`config.mk`:
```
export PLATFORM = sky130hd
export DESIGN_NAME = irfr_regs
export DESIGN_NICKNAME = d
export VERILOG_FILES = /design/src/core/irfr_pkg.sv /design/src/core/irfr_pri_limiter.sv /design/src/core/irfr_regs.sv
export SDC_FILE = /design/constraint.sdc
export NUM_CORES = 1
export LEC_CHECK = 0
export BUFFER_PORTS_ARGS = -buffer_cell sky130_fd_sc_hd__buf_4
export CAP_MARGIN = 10
export CORE_ASPECT_RATIO = 0.7
export CORE_MARGIN = 10
export CORE_UTILIZATION = 40
export CTS_CLUSTER_SIZE = 30
export DETAILED_ROUTE_END_ITERATION = 7
export PLACE_DENSITY = 0.67
export SLEW_MARGIN = 20
export SYNTH_ARGS = -nofsm -noshare
export SYNTH_HDL_FRONTEND = slang
export SYNTH_SLANG_ARGS = --single-unit
export TNS_END_PERCENT = 20
```
`constraint.sdc`:
```
create_clock -name CLK -period 2.1 [get_ports CLK]
set_input_delay 0.21 -clock CLK [delete_from_list [all_inputs] [get_ports CLK]]
set_output_delay 0.21 -clock CLK [all_outputs]
set_load 0.02 [all_outputs]
```
`src/core/irfr_pkg.sv`:
```
// Purpose: shared constants of the receive interrupt and fairness registers
// Assumes: AHB-Lite slave with 32-bit data, byte offsets in the low address bits
// Notes:   every offset, width and reset value of the mapped registers lives here
package irfr_pkg;
    // address decode width and register offsets
    localparam int          ADDR_W       = 8;
    localparam logic [7:0]  OFF_EV_SET   = 8'hA0;
    localparam logic [7:0]  OFF_EV_CLR   = 8'hA4;
    localparam logic [7:0]  OFF_MASK_SET = 8'hA8;
    localparam logic [7:0]  OFF_MASK_CLR = 8'hAC;
    localparam logic [7:0]  OFF_FAIR     = 8'hDC;
    localparam logic [7:0]  OFF_IRQ_STAT = 8'hF0;
    localparam logic [7:0]  OFF_IRQ_MASK = 8'hF4;
    // field sizes
    localparam int          N_CTX        = 8;
    localparam int          FAIR_W       = 8;
    localparam int          IRQ_N        = 2;
    // interrupt status bit positions
    localparam int          IRQ_SUMMARY  = 0;
    localparam int          IRQ_REFUSED  = 1;
    // reset values
    localparam logic [7:0]  EV_RST       = 8'h00;
    localparam logic [7:0]  MASK_RST     = 8'h00;
    localparam logic [7:0]  FAIR_RST     = 8'h00;
    localparam logic [1:0]  IRQ_RST      = 2'h0;
    // bus encodings
    localparam logic [1:0]  HTRANS_NSEQ  = 2'h2;
    localparam logic        HRESP_OKAY   = 1'h0;
    localparam logic [31:0] RD_ZERO      = 32'h00000000;
endpackage

```
`src/core/irfr_pri_limiter.sv`:
```
// Purpose: caps priority arbitration requests per fairness interval
// Assumes: want and interval start come from logic on the same clock
// Notes:   count restarts on interval start, which may coincide with want
`timescale 1ns/100ps
`default_nettype none
module irfr_pri_limiter #(
    parameter int W = 8
) (
    // clock and reset
    input  wire logic         clk,
    input  wire logic         rst_n,
    // control
    input  wire logic [W-1:0] limit,
    input  wire logic         want,
    input  wire logic         interval_start,
    // results
    output logic              grant_q,
    output logic              refused_q
);
    logic [W-1:0] cnt_q, cnt_d, base;
    logic         grant_d, refused_d;

    ////////////////////////////////////////////////////////////////
    // grant while the interval count is below the limit; a zero limit refuses all
    always_comb begin
        base      = interval_start ? '0 : cnt_q;
        grant_d   = want && (base < limit);
        refused_d = want && !(base < limit);
        cnt_d     = grant_d ? base + W'(1) : base;
    end

    // registers only
    always_ff @(posedge clk or negedge rst_n) begin
        if (!rst_n) begin
            cnt_q     <= '0;
            grant_q   <= 1'b0;
            refused_q <= 1'b0;
        end else begin
            cnt_q     <= cnt_d;
            grant_q   <= grant_d;
            refused_q <= refused_d;
        end
    end
endmodule
`default_nettype wire

```
`src/core/irfr_regs.sv`:
```
// Purpose: receive context event flags, mask, fairness limit, AHB-Lite slave
// Assumes: context interrupt inputs and fairness strobes are on CLK
// Notes:   reads take one wait state so read data come from a flop
`timescale 1ns/100ps
`default_nettype none
module irfr_regs #(
    parameter int N_CTX  = irfr_pkg::N_CTX,
    parameter int FAIR_W = irfr_pkg::FAIR_W
) (
    // clock and reset
    input  wire logic             CLK,
    input  wire logic             RSTN,
    // ahb-lite slave
    input  wire logic             HSEL,
    input  wire logic [31:0]      HADDR,
    input  wire logic [1:0]       HTRANS,
    input  wire logic             HWRITE,
    input  wire logic [2:0]       HSIZE,
    input  wire logic [31:0]      HWDATA,
    input  wire logic             HREADY,
    output logic      [31:0]      HRDATA,
    output logic                  HREADYOUT,
    output logic                  HRESP,
    // receive contexts
    input  wire logic [N_CTX-1:0] RX_CTX_IRQ,
    output logic                  RX_SUMMARY_INTERRUPT,
    // fairness
    input  wire logic             PRI_REQ_WANT,
    input  wire logic             FAIR_INTERVAL_START,
    output logic                  PRI_REQ_GRANT,
    // interrupt
    output logic                  IRQ
);
    typedef enum logic [1:0] {
        ST_IDLE = 2'h1,
        ST_RDW  = 2'h2
    } irfr_bus_e;

    localparam int AW = irfr_pkg::ADDR_W;
    localparam int IN = irfr_pkg::IRQ_N;

    // register hit in the captured data-phase address
    function automatic logic hit(input logic [AW-1:0] a, input logic [AW-1:0] off);
        hit = (a == off);
    endfunction

    ////////////////////////////////////////////////////////////////
    // bus state
    irfr_bus_e         st_q, st_d;
    logic [AW-1:0]     addr_q, addr_d;
    logic              wr_q, wr_d;
    logic              rdy_q, rdy_d;
    logic [31:0]       rdata_q, rdata_d;
    logic              resp_q, resp_d;
    logic              acc;

    // register state
    logic [N_CTX-1:0]  ev_q, ev_d;
    logic [N_CTX-1:0]  mask_q, mask_d;
    logic [N_CTX-1:0]  prev_q;
    logic [FAIR_W-1:0] fair_q, fair_d;
    logic [IN-1:0]     stat_q, stat_d;
    logic [IN-1:0]     imask_q, imask_d;
    logic              sum_q, sum_d;
    logic              irq_q, irq_d;
    logic              refused;

    // write strobes of the data phase
    logic              w_ev_set, w_ev_clr, w_m_set, w_m_clr;
    logic              w_fair, w_stat, w_imask;
    logic [N_CTX-1:0]  wd_ctx;
    logic [IN-1:0]     ev_in;

    ////////////////////////////////////////////////////////////////
    // address phase accepted when selected, non-sequential and bus ready
    assign acc = HSEL && (HTRANS == irfr_pkg::HTRANS_NSEQ) && HREADY;

    // bus sequencing: writes commit in their data phase, reads wait one cycle
    // so that a write just before a read is already visible
    always_comb begin
        st_d    = st_q;
        addr_d  = addr_q;
        wr_d    = 1'b0;
        rdy_d   = rdy_q;
        rdata_d = rdata_q;
        resp_d  = irfr_pkg::HRESP_OKAY;   // no transfer is ever answered with an error
        case (st_q)
            ST_IDLE: begin
                rdy_d = 1'b1;
                if (acc) begin
                    addr_d = HADDR[AW-1:0];
                    wr_d   = HWRITE;
                    if (!HWRITE) begin
                        st_d  = ST_RDW;
                        rdy_d = 1'b0;
                    end
                end
            end
            ST_RDW: begin
                st_d  = ST_IDLE;
                rdy_d = 1'b1;
                rdata_d = irfr_pkg::RD_ZERO;
                if (hit(addr_q, irfr_pkg::OFF_EV_SET) || hit(addr_q, irfr_pkg::OFF_EV_CLR)) begin
                    rdata_d[N_CTX-1:0] = ev_q;
                end else if (hit(addr_q, irfr_pkg::OFF_MASK_SET) || hit(addr_q, irfr_pkg::OFF_MASK_CLR)) begin
                    rdata_d[N_CTX-1:0] = mask_q;
                end else if (hit(addr_q, irfr_pkg::OFF_FAIR)) begin
                    rdata_d[FAIR_W-1:0] = fair_q;
                end else if (hit(addr_q, irfr_pkg::OFF_IRQ_STAT)) begin
                    rdata_d[IN-1:0] = stat_q;
                end else if (hit(addr_q, irfr_pkg::OFF_IRQ_MASK)) begin
                    rdata_d[IN-1:0] = imask_q;
                end
            end
            default: begin
                st_d  = ST_IDLE;
                rdy_d = 1'b1;
            end
        endcase
    end

    // bus registers
    always_ff @(posedge CLK or negedge RSTN) begin
        if (!RSTN) begin
            st_q    <= ST_IDLE;
            addr_q  <= '0;
            wr_q    <= 1'b0;
            rdy_q   <= 1'b1;
            rdata_q <= irfr_pkg::RD_ZERO;
            resp_q  <= irfr_pkg::HRESP_OKAY;
        end else begin
            st_q    <= st_d;
            addr_q  <= addr_d;
            wr_q    <= wr_d;
            rdy_q   <= rdy_d;
            rdata_q <= rdata_d;
            resp_q  <= resp_d;
        end
    end

    ////////////////////////////////////////////////////////////////
    // write decode; unmapped writes fall through and change nothing
    always_comb begin
        wd_ctx   = HWDATA[N_CTX-1:0];
        w_ev_set = wr_q && hit(addr_q, irfr_pkg::OFF_EV_SET);
        w_ev_clr = wr_q && hit(addr_q, irfr_pkg::OFF_EV_CLR);
        w_m_set  = wr_q && hit(addr_q, irfr_pkg::OFF_MASK_SET);
        w_m_clr  = wr_q && hit(addr_q, irfr_pkg::OFF_MASK_CLR);
        w_fair   = wr_q && hit(addr_q, irfr_pkg::OFF_FAIR);
        w_stat   = wr_q && hit(addr_q, irfr_pkg::OFF_IRQ_STAT);
        w_imask  = wr_q && hit(addr_q, irfr_pkg::OFF_IRQ_MASK);
    end

    ////////////////////////////////////////////////////////////////
    // event flags: bit N belongs to context N; a set in the same cycle
    // as a clear wins so no context edge is ever lost
    always_comb begin
        ev_d = ev_q;
        if (w_ev_clr) begin
            ev_d = ev_d & ~wd_ctx;
        end
        ev_d = ev_d | (RX_CTX_IRQ & ~prev_q);
        if (w_ev_set) begin
            ev_d = ev_d | wd_ctx;
        end
    end

    // mask: ones written set or clear, zeros leave the bit alone
    always_comb begin
        mask_d = mask_q;
        if (w_m_set) begin
            mask_d = mask_d | wd_ctx;
        end
        if (w_m_clr) begin
            mask_d = mask_d & ~wd_ctx;
        end
    end

    // summary source: any context with both event and enable
    always_comb begin
        sum_d = |(ev_q & mask_q);
    end

    // fairness limit, a plain read-write field
    always_comb begin
        fair_d = fair_q;
        if (w_fair) begin
            fair_d = HWDATA[FAIR_W-1:0];
        end
    end

    // event, mask, summary and fairness registers
    always_ff @(posedge CLK or negedge RSTN) begin
        if (!RSTN) begin
            ev_q   <= irfr_pkg::EV_RST;
            mask_q <= irfr_pkg::MASK_RST;
            prev_q <= '0;
            sum_q  <= 1'b0;
            fair_q <= irfr_pkg::FAIR_RST;
        end else begin
            ev_q   <= ev_d;
            mask_q <= mask_d;
            prev_q <= RX_CTX_IRQ;
            sum_q  <= sum_d;
            fair_q <= fair_d;
        end
    end

    ////////////////////////////////////////////////////////////////
    // priority request limiter, restarted by each fairness interval
    irfr_pri_limiter #(
        .W              (FAIR_W)
    ) i_irfr_pri_limiter (
        .clk            (CLK),
        .rst_n          (RSTN),
        .limit          (fair_q),
        .want           (PRI_REQ_WANT),
        .interval_start (FAIR_INTERVAL_START),
        .grant_q        (PRI_REQ_GRANT),
        .refused_q      (refused)
    );

    ////////////////////////////////////////////////////////////////
    // sticky interrupt status: summary rise and refused request;
    // write one to clear, a new event in the same cycle wins
    always_comb begin
        ev_in                        = '0;
        ev_in[irfr_pkg::IRQ_SUMMARY] = sum_d && !sum_q;
        ev_in[irfr_pkg::IRQ_REFUSED] = refused;
        stat_d = stat_q;
        if (w_stat) begin
            stat_d = stat_d & ~HWDATA[IN-1:0];
        end
        stat_d  = stat_d | ev_in;
        imask_d = w_imask ? HWDATA[IN-1:0] : imask_q;
        irq_d   = |(stat_q & imask_q);
    end

    // interrupt registers
    always_ff @(posedge CLK or negedge RSTN) begin
        if (!RSTN) begin
            stat_q  <= irfr_pkg::IRQ_RST;
            imask_q <= irfr_pkg::IRQ_RST;
            irq_q   <= 1'b0;
        end else begin
            stat_q  <= stat_d;
            imask_q <= imask_d;
            irq_q   <= irq_d;
        end
    end

    ////////////////////////////////////////////////////////////////
    // outputs, each from a flop
    assign HRDATA               = rdata_q;
    assign HREADYOUT            = rdy_q;
    assign HRESP                = resp_q;
    assign RX_SUMMARY_INTERRUPT = sum_q;
    assign IRQ                  = irq_q;

    // each context edge sets its own flag; only a clear write takes it down,
    // and an enabled flag always reaches the summary a cycle later
    for (genvar g = 0; g < N_CTX; g++) begin : g_ctx_chk

    end
endmodule
`default_nettype wire
```
==> reports/results.ini, run 1 <==
[timing]
final-setup-viol-count = 0
finalMaxSlewViolations = 0
fmax_mhz = 488
skew_ns = 0.00682
fin_crit_ns = 2.05
max_slew_margin = 0.424
worst_slew_pin_slew_ns = 0.864
holdWs_ns = -0.00537
hold_viol = 6
period_share = 0.976

[yosys]
synth_area_um2 = 3380
async_flop_share = 1.00
synth_area_leader_cell = dfrtp_1
synth_top_area_frac = 0.489
yosysSeqAreaShare = 0.504
synth_ff_type = dfrtp_1
netlist_instances = 317
synth-edff-count = 0
ys_ff_latch = 68
ys_top_cells_by_area = dfrtp_1 (49%), nand2_1 (5.7%), buf_4 (5.6%)
ys_types = 50
synth_warnings = 0
syn_area_per_cell_um2 = 10.7

[run_status]
status = complete, but fails checks
violations = hold timing

[route]
drc = 0
routedWlPerCell_um = 16.6
drt_iter0_drc = 219
via_count = 2520
routed_wl_mm = 8.10
firstDrtPassIters = 5
ant_nets = 0
vias_per_cell = 5.15

[setup_path]
required_ns = 2.31
crit_arrival_ns = 2.26
crit_buf_inv = 0
path_cells = and2b_1 > ha_1 > and4_4 > a221oi_4 > nand3_2 > mux2_4
slowest_stage = dfrtp_1
crit_path_start_kind = flip-flop
crit_path_max_fanout = 4
critPathTopFamily = simple AND/OR/NAND/NOR gates
worstSetupEndpointType = flip-flop
worstSetupPathType = flip-flop to flip-flop
slowest_delay_ns = 0.39

[final_layout]
antenna_cells = 0
nets = 475
fin_cells = 489
final_layout_size_suffix_gt1_frac = 0.263
area_growth_pct = 23.9
fin_area_um2 = 4180

[global_route]
antenna_found_initial = 0
use_met2 = 0.182
grt-ovfl-total = 0
busiest_layer = met2
grt_pass1_wl_mm = 12.9
grt_pass1_vias = 2495
grtUsageMet3 = 0.0430
track_usage = 0.129
met1_usage = 0.179
grt_max_degree = 69

[die]
fp.dieH_um = 96.9
num_rows = 27
core_area_um2 = 8040
die_w_um = 130
ioPinCount = 121
start_util = 0.420
dieArea_um2 = 12600

[power_and_ir_drop]
p_clk_frac = 0.418
leakagePower_uw = 0.00191
ir_worst_vdd_mv = 0.503
p_sw_frac = 0.258
p_per_area_nw_per_um2 = 783
combPwrFrac = 0.140
power.switching_uw = 845
p_int_uw = 2430
p_seq_frac = 0.442

[hold_path]
hold_class = primary input to async pin

[clocking]
htreeDepth = 3
cts_buffer_depth = 2
root_buffer = clkbuf_16
cts.sinks = 68
clk_latency_ns = 0.33
cts.clk_slew.worst_paths_ns = 0.06
cts_buffers = 9
cts_tree = done

[placed_design]
placed_area_um2 = 3800
dp_hpwl_mm = 5.98
io_buffers = 44
dp_cells = 465
gp_congestion = 0.894

[run]
max_cap_violations = 0

[synth_stat cells, types with 2 or more instances]
master / n
dfstp_2: 2
inv_1: 13
a2111oi_0: 2
o31ai_1: 5
nand2b_1: 8
buf_4: 25
nor2b_1: 9
mux2_2: 11
mux2_1: 2
nor3_2: 5
clkbuf_1: 5
a22o_1: 2
ha_1: 7
a22oi_1: 12
xnor2_1: 7
nand3_1: 3
o21ai_0: 14
and2b_1: 7
and3_1: 6
dfrtp_1: 66
buf_2: 2
a221o_1: 8
o21ai_1: 10
nand2_1: 51
a31oi_1: 2
nand4_1: 7
and2_1: 2
buf_1: 2
[worst reg2reg max path: cells and delay by family, from the launching register on]
family | cells | cell delay, ns
DFF | 1 | 0.39
and+or+nand+nor | 3 | 0.56
adders and majority gates | 1 | 0.28
muxes | 1 | 0.32
AOI/OAI and AO/OA | 1 | 0.38
[cells by family after synthesis]
group                    count (synthesis)  share of synthesized area
AO/OA/AOI/OAI                           64                      0.139
multiplexers                            14                     0.0478
adder cells (fa/ha/maj)                  7                     0.0259
XOR/XNOR                                 7                     0.0181
flip-flops                              68                      0.504
buffers and inverters                   47                     0.0807
other                                    1                    0.00111
AND/OR/NAND/NOR                        109                      0.183
[layout make-up]
| class | instances | area (µm²) |
|---|---|---|
| clock buffers | 13 | 260 |
| clock inverters | 2 | 10.0 |
| fillers | 711 | 3860 |
| inverters | 13 | 48.8 |
| multi-input cells | 226 | 1520 |
| flip-flops and latches | 68 | 1700 |
| well taps | 101 | 126 |
| repair buffers | 66 | 519 |
[placed cells by master, fill, tap and decap left out, types with 2 or more instances in the layout]
cell,instances
nand2b_1,8
clkbuf_16,9
a221o_1,8
o21ai_1,10
nand3_1,3
nor3_2,5
a22o_1,2
o21ai_0,14
mux2_2,11
nand4_1,7
buf_4,57
a2111oi_0,2
and3_1,6
dlygate4sd3_1,8
dfstp_2,2
inv_1,13
a22oi_1,12
clkbuf_1,2
a31oi_1,2
o31ai_1,5
dfrtp_1,66
clkbuf_8,2
nor2b_1,9
nand2_1,51
mux2_1,2
ha_1,6
xnor2_1,7
and2b_1,7
conb_1,25
clkinv_2,2
and2_1,2
[power by group through the flow]
stage	Clock [µW]	Combinational, µW	Sequential (µW)
2_1_floorplan	0	288	1470
3_3_place_gp	0	430	1470
3_5_place_dp	0	441	1470
4_1_cts	1410	454	1450
5_1_grt	1460	501	1460
6_report	1370	458	1450
[stage by stage]
step                setup TNS, ns  utilization  power [µW]  worst slack (ns)
global placement                0        0.472        1900            0.0521
CTS                             0        0.516        3310            0.0304
floorplan                       0            -        1760            0.0209
finish                          0        0.520        3270            0.0499
global route              -0.0129        0.520        3420           -0.0129
detailed placement              0        0.472        1910            0.0506
[routing by layer]
metal	up-vias	wire (µm)
met5	-	0
met4	0	146
met2	102	3340
met1	1207	3890
met3	11	720
li1	1200	-
[timing repair]
action,CTS,global route
hold buffers,8,0
buffers inserted,0,1
endpoints found under the hold margin,8,0
endpoints found under the setup margin,0,7
resized for setup,0,3
[path summary, 6_finish.rpt]
kind                                         startpoint                     endpoint  slack (ns)  cells past startpoint
setup / recovery            i_irfr_pri_limiter.cnt_q[4]  i_irfr_pri_limiter.cnt_q[1]        0.05                      6
hold / removal                                     RSTN  i_irfr_pri_limiter.cnt_q[5]      -0.005                      1
setup reg to reg            i_irfr_pri_limiter.cnt_q[4]  i_irfr_pri_limiter.cnt_q[1]        0.05                      6
hold reg to reg            i_irfr_pri_limiter.refused_q                    stat_q[1]        0.45                      1
max in group asynchronous                          RSTN                    addr_q[1]        1.54                      1
min in group CLK                                 HWRITE                      st_q[1]        0.08                      2
Power figures use the tool's default switching activity.
==> run 2, diff against run 1 <==
--- a/config.mk
+++ b/config.mk
@@ -9,10 +9,11 @@
 export CAP_MARGIN = 10
 export CORE_ASPECT_RATIO = 0.7
 export CORE_MARGIN = 10
-export CORE_UTILIZATION = 40
+export CORE_UTILIZATION = 25
 export CTS_CLUSTER_SIZE = 30
 export DETAILED_ROUTE_END_ITERATION = 7
-export PLACE_DENSITY = 0.67
+export PLACE_DENSITY = 0.46
+export SETUP_SLACK_MARGIN = 0.2
 export SLEW_MARGIN = 20
 export SYNTH_ARGS = -nofsm -noshare
 export SYNTH_HDL_FRONTEND = slang
==> constraint.sdc (replaced) <==
create_clock -name CLK -period 1.8 [get_ports CLK]
set_input_delay 0.18 -clock CLK [delete_from_list [all_inputs] [get_ports CLK]]
set_output_delay 0.18 -clock CLK [all_outputs]
set_load 0.02 [all_outputs]
==> run 2 against run 1 <==
The flow finishes with violations (setup timing). First-iteration DRC count down 40%. Worst setup slack got worse by 0.14 ns. Register-to-register slack got worse by 0.14 ns. Non-clock buffer count increased by 13. Clock power is 17% higher. Sequential cell count did not move. Final cell count grew 20%.
==> reports/results.ini, run 2 (synthesis gave the netlist of run 1 again) <==
[clocking]
cts_buffer_depth = 2  ; unchanged
root_buffer = clkbuf_16
cts.clk_slew.worst_paths_ns = 0.06  ; about the same
cts_tree = done
htreeDepth = 3  ; unchanged
clk_latency_ns = 0.33  ; about the same
cts_buffers = 9  ; unchanged
cts.sinks = 68  ; unchanged

[route]
vias_per_cell = 4.19  ; -19%
ant_nets = 0  ; unchanged
drt_iter0_drc = 132  ; -40%
via_count = 2462  ; -2.3%
firstDrtPassIters = 4  ; -1
routedWlPerCell_um = 15.4  ; -7.2%
routed_wl_mm = 9.02  ; +11%
drc = 0  ; unchanged

[global_route]
grt_pass1_vias = 2593  ; +3.9%
antenna_found_initial = 0  ; unchanged
grt_max_degree = 36  ; -48%
track_usage = 0.100  ; -0.0289
grt_pass1_wl_mm = 14.4  ; +12%
grt-ovfl-total = 0  ; unchanged

[timing]
fin_crit_ns = 1.89  ; -0.157 ns
fin_tns_setup_ns = -0.302  ; -0.302 ns
worst_slew_pin_slew_ns = 0.579  ; -0.285 ns
hold_viol = 0  ; -6
final-setup-viol-count = 7  ; +7
fin_ws_ns = -0.0929  ; -0.143 ns
finalMaxSlewViolations = 0  ; unchanged
period_share = 1.05  ; +0.0754
fmax_mhz = 528  ; +8.3%
rsz0062_at_grt = yes
max_slew_margin = 0.614  ; +0.190
skew_ns = 0.00513  ; -0.00169 ns

[final_layout]
nets = 488  ; +2.7%
antenna_cells = 0  ; unchanged
layout_commonest_cell = buf_4
layout_common_cells = buf_4 (65), dfrtp_1 (64), nand2_1 (39)
final_layout_size_suffix_gt1_frac = 0.336  ; +0.0729
area_growth_pct = 34.4

[run_status]
violations = setup timing
status = complete, but fails checks

[setup_path]
crit_path_start = i_irfr_pri_limiter.cnt_q[6]
crit_arrival_ns = 2.11  ; -0.15 ns
worstSetupEndpointType = flip-flop
crit_path_start_kind = flip-flop
reg2reg_slack_ns = -0.09  ; -0.14 ns
required_ns = 2.02  ; -0.29 ns
timing.critical_path.to = i_irfr_pri_limiter.cnt_q[1]
crit_path_max_fanout = 3  ; -1
r2r-start = i_irfr_pri_limiter.cnt_q[6]
reg2reg_to = i_irfr_pri_limiter.cnt_q[1]
reg2regPathDepth = 6  ; unchanged
worstSetupPathType = flip-flop to flip-flop

[power_and_ir_drop]
total_power_uw = 3920  ; +20%
p_per_area_nw_per_um2 = 863  ; +10%
leakagePower_uw = 0.00202  ; +5.6%
ir_worst_vdd_mv = 0.502  ; -0.21%

[die]
start_util = 0.256  ; -0.164
ioPinCount = 121  ; unchanged
dieArea_um2 = 18600  ; +48%
die_w_um = 159  ; +22%
fp.dieH_um = 117  ; +21%
num_rows = 35  ; +30%
core_area_um2 = 13200  ; +64%

[run]
max_cap_violations = 0  ; unchanged

[placed_design]
io_buffers = 44  ; unchanged
dp_hpwl_mm = 6.94  ; +16%
gp_congestion = 0.790  ; -12%

[hold_path]
hold_class = primary input to flip-flop

[run 2: cell count changes in the layout (fill, tap and decap cells not counted), moves of 3 or more]
cell | before | now
nand2_1 | 51 | 39
nand2_2 | 0 | 10
buf_4 | 57 | 65
ha_1 | 6 | 3
ha_4 | 1 | 4
nor3_2 | 5 | 2
nor3_4 | 1 | 4
[run 2: critical path, cell delays in order (launching register included)]
cell and delay, ns:
dfrtp_1 0.38, and2b_1 0.20, ha_4 0.23, and4_4 0.20
a221oi_4 0.31, nand3_2 0.15, mux2_4 0.31
[run 2: where the power goes]
| part | switching (µW) | total (µW) | internal [µW] |
|---|---|---|---|
| combinational | 356 | 617 | 261 |
| sequential | 81.0 | 1700 | 1620 |
| clock | 637 | 1600 | 963 |
[run 2: worst min path at each step]
stage	start	endpoint	slack, ns	cells past startpoint
after detailed placement	RSTN	i_irfr_pri_limiter.cnt_q[5]	0.18	1
final	HWRITE	st_q[1]	0.03	2
after CTS	HWRITE	st_q[1]	0.02	2
after global routing	HWRITE	st_q[1]	0.04	2
after floorplan	RSTN	HRDATA[0]	-0.12	0
after global placement	RSTN	i_irfr_pri_limiter.cnt_q[5]	0.17	1
[run 2: per-layer routing]
metal  up-vias  global-route usage  routed length [µm]
met1      1168               0.147                4870
met2        55               0.130                3550
met5         -                   0                   0
met3         8              0.0339                 484
met4         0              0.0351                 110
li1       1231                   -                   -
[run 2: area by class of cell]
type                    count  area (µm²)
flip-flops and latches     68        1710
fillers                  1327        8640
clock buffers              13         250
well taps                 185         231
repair buffers             79         652
clock inverters             3        15.0
inverters                  13        48.8
multi-input cells         226        1640
[run 2: timing repair]
| action | in CTS | in global routing |
|---|---|---|
| pin swaps | 33 | 13 |
| setup endpoints to repair | 27 | 28 |
| setup buffers | 1 | 0 |
| hold buffers | 9 | 0 |
| resized for setup | 24 | 9 |
| endpoints found under the hold margin | 39 | 0 |
[run 2: through the flow]
stage	instance area [µm²]	hold slack, ns	utilization	setup slack (ns)	cells
global placement	4060	0.170	0.308	-0.135	561
global route	4540	0.0359	0.344	-0.162	587
floorplan	3500	-0.116	-	-0.169	341
detailed placement	4060	0.180	0.308	-0.140	561
finish	4540	0.0325	0.344	-0.0929	587
CTS	4510	0.0203	0.342	-0.0983	587
==> run 3, diff against run 2 <==
--- a/config.mk
+++ b/config.mk
@@ -5,6 +5,7 @@
 export SDC_FILE = /design/constraint.sdc
 export NUM_CORES = 1
 export LEC_CHECK = 0
+export ABC_AREA = 1
 export BUFFER_PORTS_ARGS = -buffer_cell sky130_fd_sc_hd__buf_4
 export CAP_MARGIN = 10
 export CORE_ASPECT_RATIO = 0.7
@@ -12,7 +13,7 @@
 export CORE_UTILIZATION = 25
 export CTS_CLUSTER_SIZE = 30
 export DETAILED_ROUTE_END_ITERATION = 7
-export PLACE_DENSITY = 0.46
+export PLACE_DENSITY = 0.45
 export SETUP_SLACK_MARGIN = 0.2
 export SLEW_MARGIN = 20
 export SYNTH_ARGS = -nofsm -noshare
==> run 3 against run 2 <==
The flow now finishes without violations. Clock power grew 31%. Core utilization shrank 0.63 points. Register-to-register slack gained 0.26 ns. Combinational power shrank 39%. Sequential power shrank 2%. Hold slack lost 0.0028 ns. Power grew 5.6%. Sequential cell count is the same. Critical path type unchanged. Highest routed layer unchanged.
==> reports/results.ini, run 3 <==
[run_status]
status = finished, final reports clean

[clocking]
clk_latency_ns = 0.33  ; about the same
root_buffer = clkbuf_16
cts_tree = done
htreeDepth = 3  ; unchanged
cts.clk_slew.worst_paths_ns = 0.06  ; about the same
cts_buffers = 9  ; unchanged
cts.sinks = 68  ; unchanged
cts_buffer_depth = 2  ; unchanged

[die]
die_w_um = 161  ; +1.6%
ioPinCount = 121  ; unchanged
start_util = 0.253  ; -0.00294
num_rows = 36  ; +2.9%
core_area_um2 = 13800  ; +4.9%
fp.dieH_um = 119  ; +1.5%
dieArea_um2 = 19200  ; +3.2%

[setup_path]
worstSetupEndpointType = flip-flop
reg2reg_slack_ns = 0.16  ; +0.26 ns
worstSetupPathType = flip-flop to flip-flop
critPathTopFamily = compound AO/OA/AOI/OAI gates
crit_path_start_kind = flip-flop
required_ns = 2.07  ; +0.05 ns
path_common_cell = nand2_1
path_cells = nand2_1 > inv_1 > ha_1 > a21oi_1 > o21a_2 > buf_4 > nand4_1 > nand2_1
slowest_stage = dfrtp_1
slowest_delay_ns = 0.36  ; -0.02 ns
crit_buf_inv = 2  ; +2
crit_arrival_ns = 1.90  ; -0.21 ns
crit_path_max_fanout = 6  ; +3

[global_route]
track_usage = 0.0974  ; -0.00265
grt_max_degree = 38  ; +5.6%
grt_pass1_vias = 2962  ; +14%
grt-ovfl-total = 0  ; unchanged
grt_pass1_wl_mm = 15.2  ; +5.4%
antenna_found_initial = 0  ; unchanged

[route]
ant_nets = 0  ; unchanged
via_count = 2894  ; +18%
drt_iter0_drc = 139  ; +5.3%
vias_per_cell = 4.15  ; -1.1%
drc = 0  ; unchanged
routedWlPerCell_um = 12.9  ; -16%
firstDrtPassIters = 4  ; unchanged
routed_wl_mm = 9.01  ; about the same

[power_and_ir_drop]
p_sw_frac = 0.230  ; -0.0441
ir_worst_vdd_mv = 0.389  ; -23%
p_per_area_nw_per_um2 = 886  ; +2.6%
power.switching_uw = 952  ; -11%
p_clk_frac = 0.508  ; +0.100
p_int_uw = 3190  ; +12%
combPwrFrac = 0.091  ; -0.067
leakagePower_uw = 0.00242  ; +20%
p_seq_frac = 0.401  ; -0.033

[yosys]
synth_top_area_frac = 0.471  ; -0.0175
synth-edff-count = 0  ; unchanged
synth_ff_type = dfrtp_1
ys_ff_latch = 68  ; unchanged
synth_area_um2 = 3500  ; +3.7%
netlist_instances = 427  ; +35%
synth_warnings = 0  ; unchanged
synth_commonest_cells = nand2_1 (104), inv_1 (71), dfrtp_1 (66)
ys_top_cells_by_area = dfrtp_1 (47%), nand2_1 (11%), inv_1 (7.6%)
yosys.cell_count.top_type = nand2_1
async_flop_share = 1.00  ; unchanged
ys_types = 32  ; -36%
synth_area_leader_cell = dfrtp_1
yosysSeqAreaShare = 0.486  ; -0.0180
syn_area_per_cell_um2 = 8.20  ; -23%

[final_layout]
layout_commonest_cell = nand2_1
fin_cells = 698  ; +19%
antenna_cells = 0  ; unchanged
final_layout_size_suffix_gt1_frac = 0.220  ; -0.115
layout_common_cells = nand2_1 (99), inv_1 (69), dfrtp_1 (66)
nets = 594  ; +22%
area_growth_pct = 33.4

[timing]
finalMaxSlewViolations = 0  ; unchanged
rsz0062_at_grt = yes
period_share = 0.908  ; -0.143
final-setup-viol-count = 0  ; -7
hold_viol = 0  ; unchanged
fmax_mhz = 612  ; +16%
max_slew_margin = 0.655  ; +0.0413
skew_ns = 0.00540  ; +0.000269 ns
fin_tns_setup_ns = 0  ; +0.302 ns
fin_crit_ns = 1.64  ; -0.258 ns
worst_slew_pin_slew_ns = 0.517  ; -0.0620 ns

[run]
max_cap_violations = 0  ; unchanged

[placed_design]
dp_hpwl_mm = 7.04  ; +1.5%
io_buffers = 44  ; unchanged
gp_congestion = 0.759  ; -3.9%
dp_cells = 665  ; +19%

[hold_path]
hold_class = primary input to flip-flop

## run 3: final timing paths
kind | from | cells after the start | endpoint
worst min-delay path | HWRITE | 2 | st_q[1]
worst max-delay path | i_irfr_pri_limiter.cnt_q[7] | 8 | i_irfr_pri_limiter.cnt_q[7]
worst min register to register | prev_q[2] | 1 | ev_q[2]
min in group asynchronous | RSTN | 2 | i_irfr_pri_limiter.cnt_q[6]
worst max register to register | i_irfr_pri_limiter.cnt_q[7] | 8 | i_irfr_pri_limiter.cnt_q[7]
max in group asynchronous | RSTN | 3 | stat_q[1]
## run 3: what timing repair did
action / 4_1_cts / 5_1_grt
pin swaps: 0 / 7
endpoints found under the hold margin: 41 / 0
resized for setup: 3 / 31
setup buffers: 0 / 7
gates cloned: 0 / 1
hold buffers: 9 / 0
setup endpoints to repair: 19 / 42
## run 3: logic make-up after synthesis
kind of cell | synth area share
and+or+nand+nor | 0.201
DFF | 0.486
other | 0.00107
muxes | 0.0129
buffers and inverters | 0.137
adders and majority gates | 0.0250
xor gates and xnor gates | 0.0100
AOI/OAI and AO/OA | 0.127
## run 3: stage by stage
step	hold slack (ns)	instance area [µm²]	total power [µW]	utilization	setup WS [ns]
after floorplan	-0.116	3590	1880	-	0.217
after CTS	0.0176	4490	4140	0.325	0.149
after global placement	0.195	4040	1980	0.292	0.114
after global routing	0.0443	4670	4310	0.338	0.0634
after detailed placement	0.194	4040	1990	0.292	0.0966
final	0.0296	4670	4140	0.338	0.165
## run 3: final cells by class
type | count | area, µm²
Sequential cell | 68 | 1700
Inverter | 72 | 270
Tap cell | 190 | 238
Multi-Input combinational cell | 282 | 1510
Clock inverter | 5 | 108
Clock buffer | 11 | 253
Fill cell | 1475 | 9150
Timing Repair Buffer | 70 | 589
## run 3: power by group through the flow
stage,clock [µW],combinational (µW),sequential (µW)
finish,2100,378,1660
global route,2220,427,1670
CTS,2160,333,1650
detailed placement,0,314,1680
global placement,0,311,1670
floorplan,0,214,1670
## run 3: layer usage
layer / vias to the layer above / track usage / share of wire
met5: - / 0 / 0
li1: 1466 / - / -
met2: 68 / 0.136 / 0.42
met4: 0 / 0.0289 / 0.0094
met1: 1354 / 0.137 / 0.51
met3: 6 / 0.0344 / 0.065
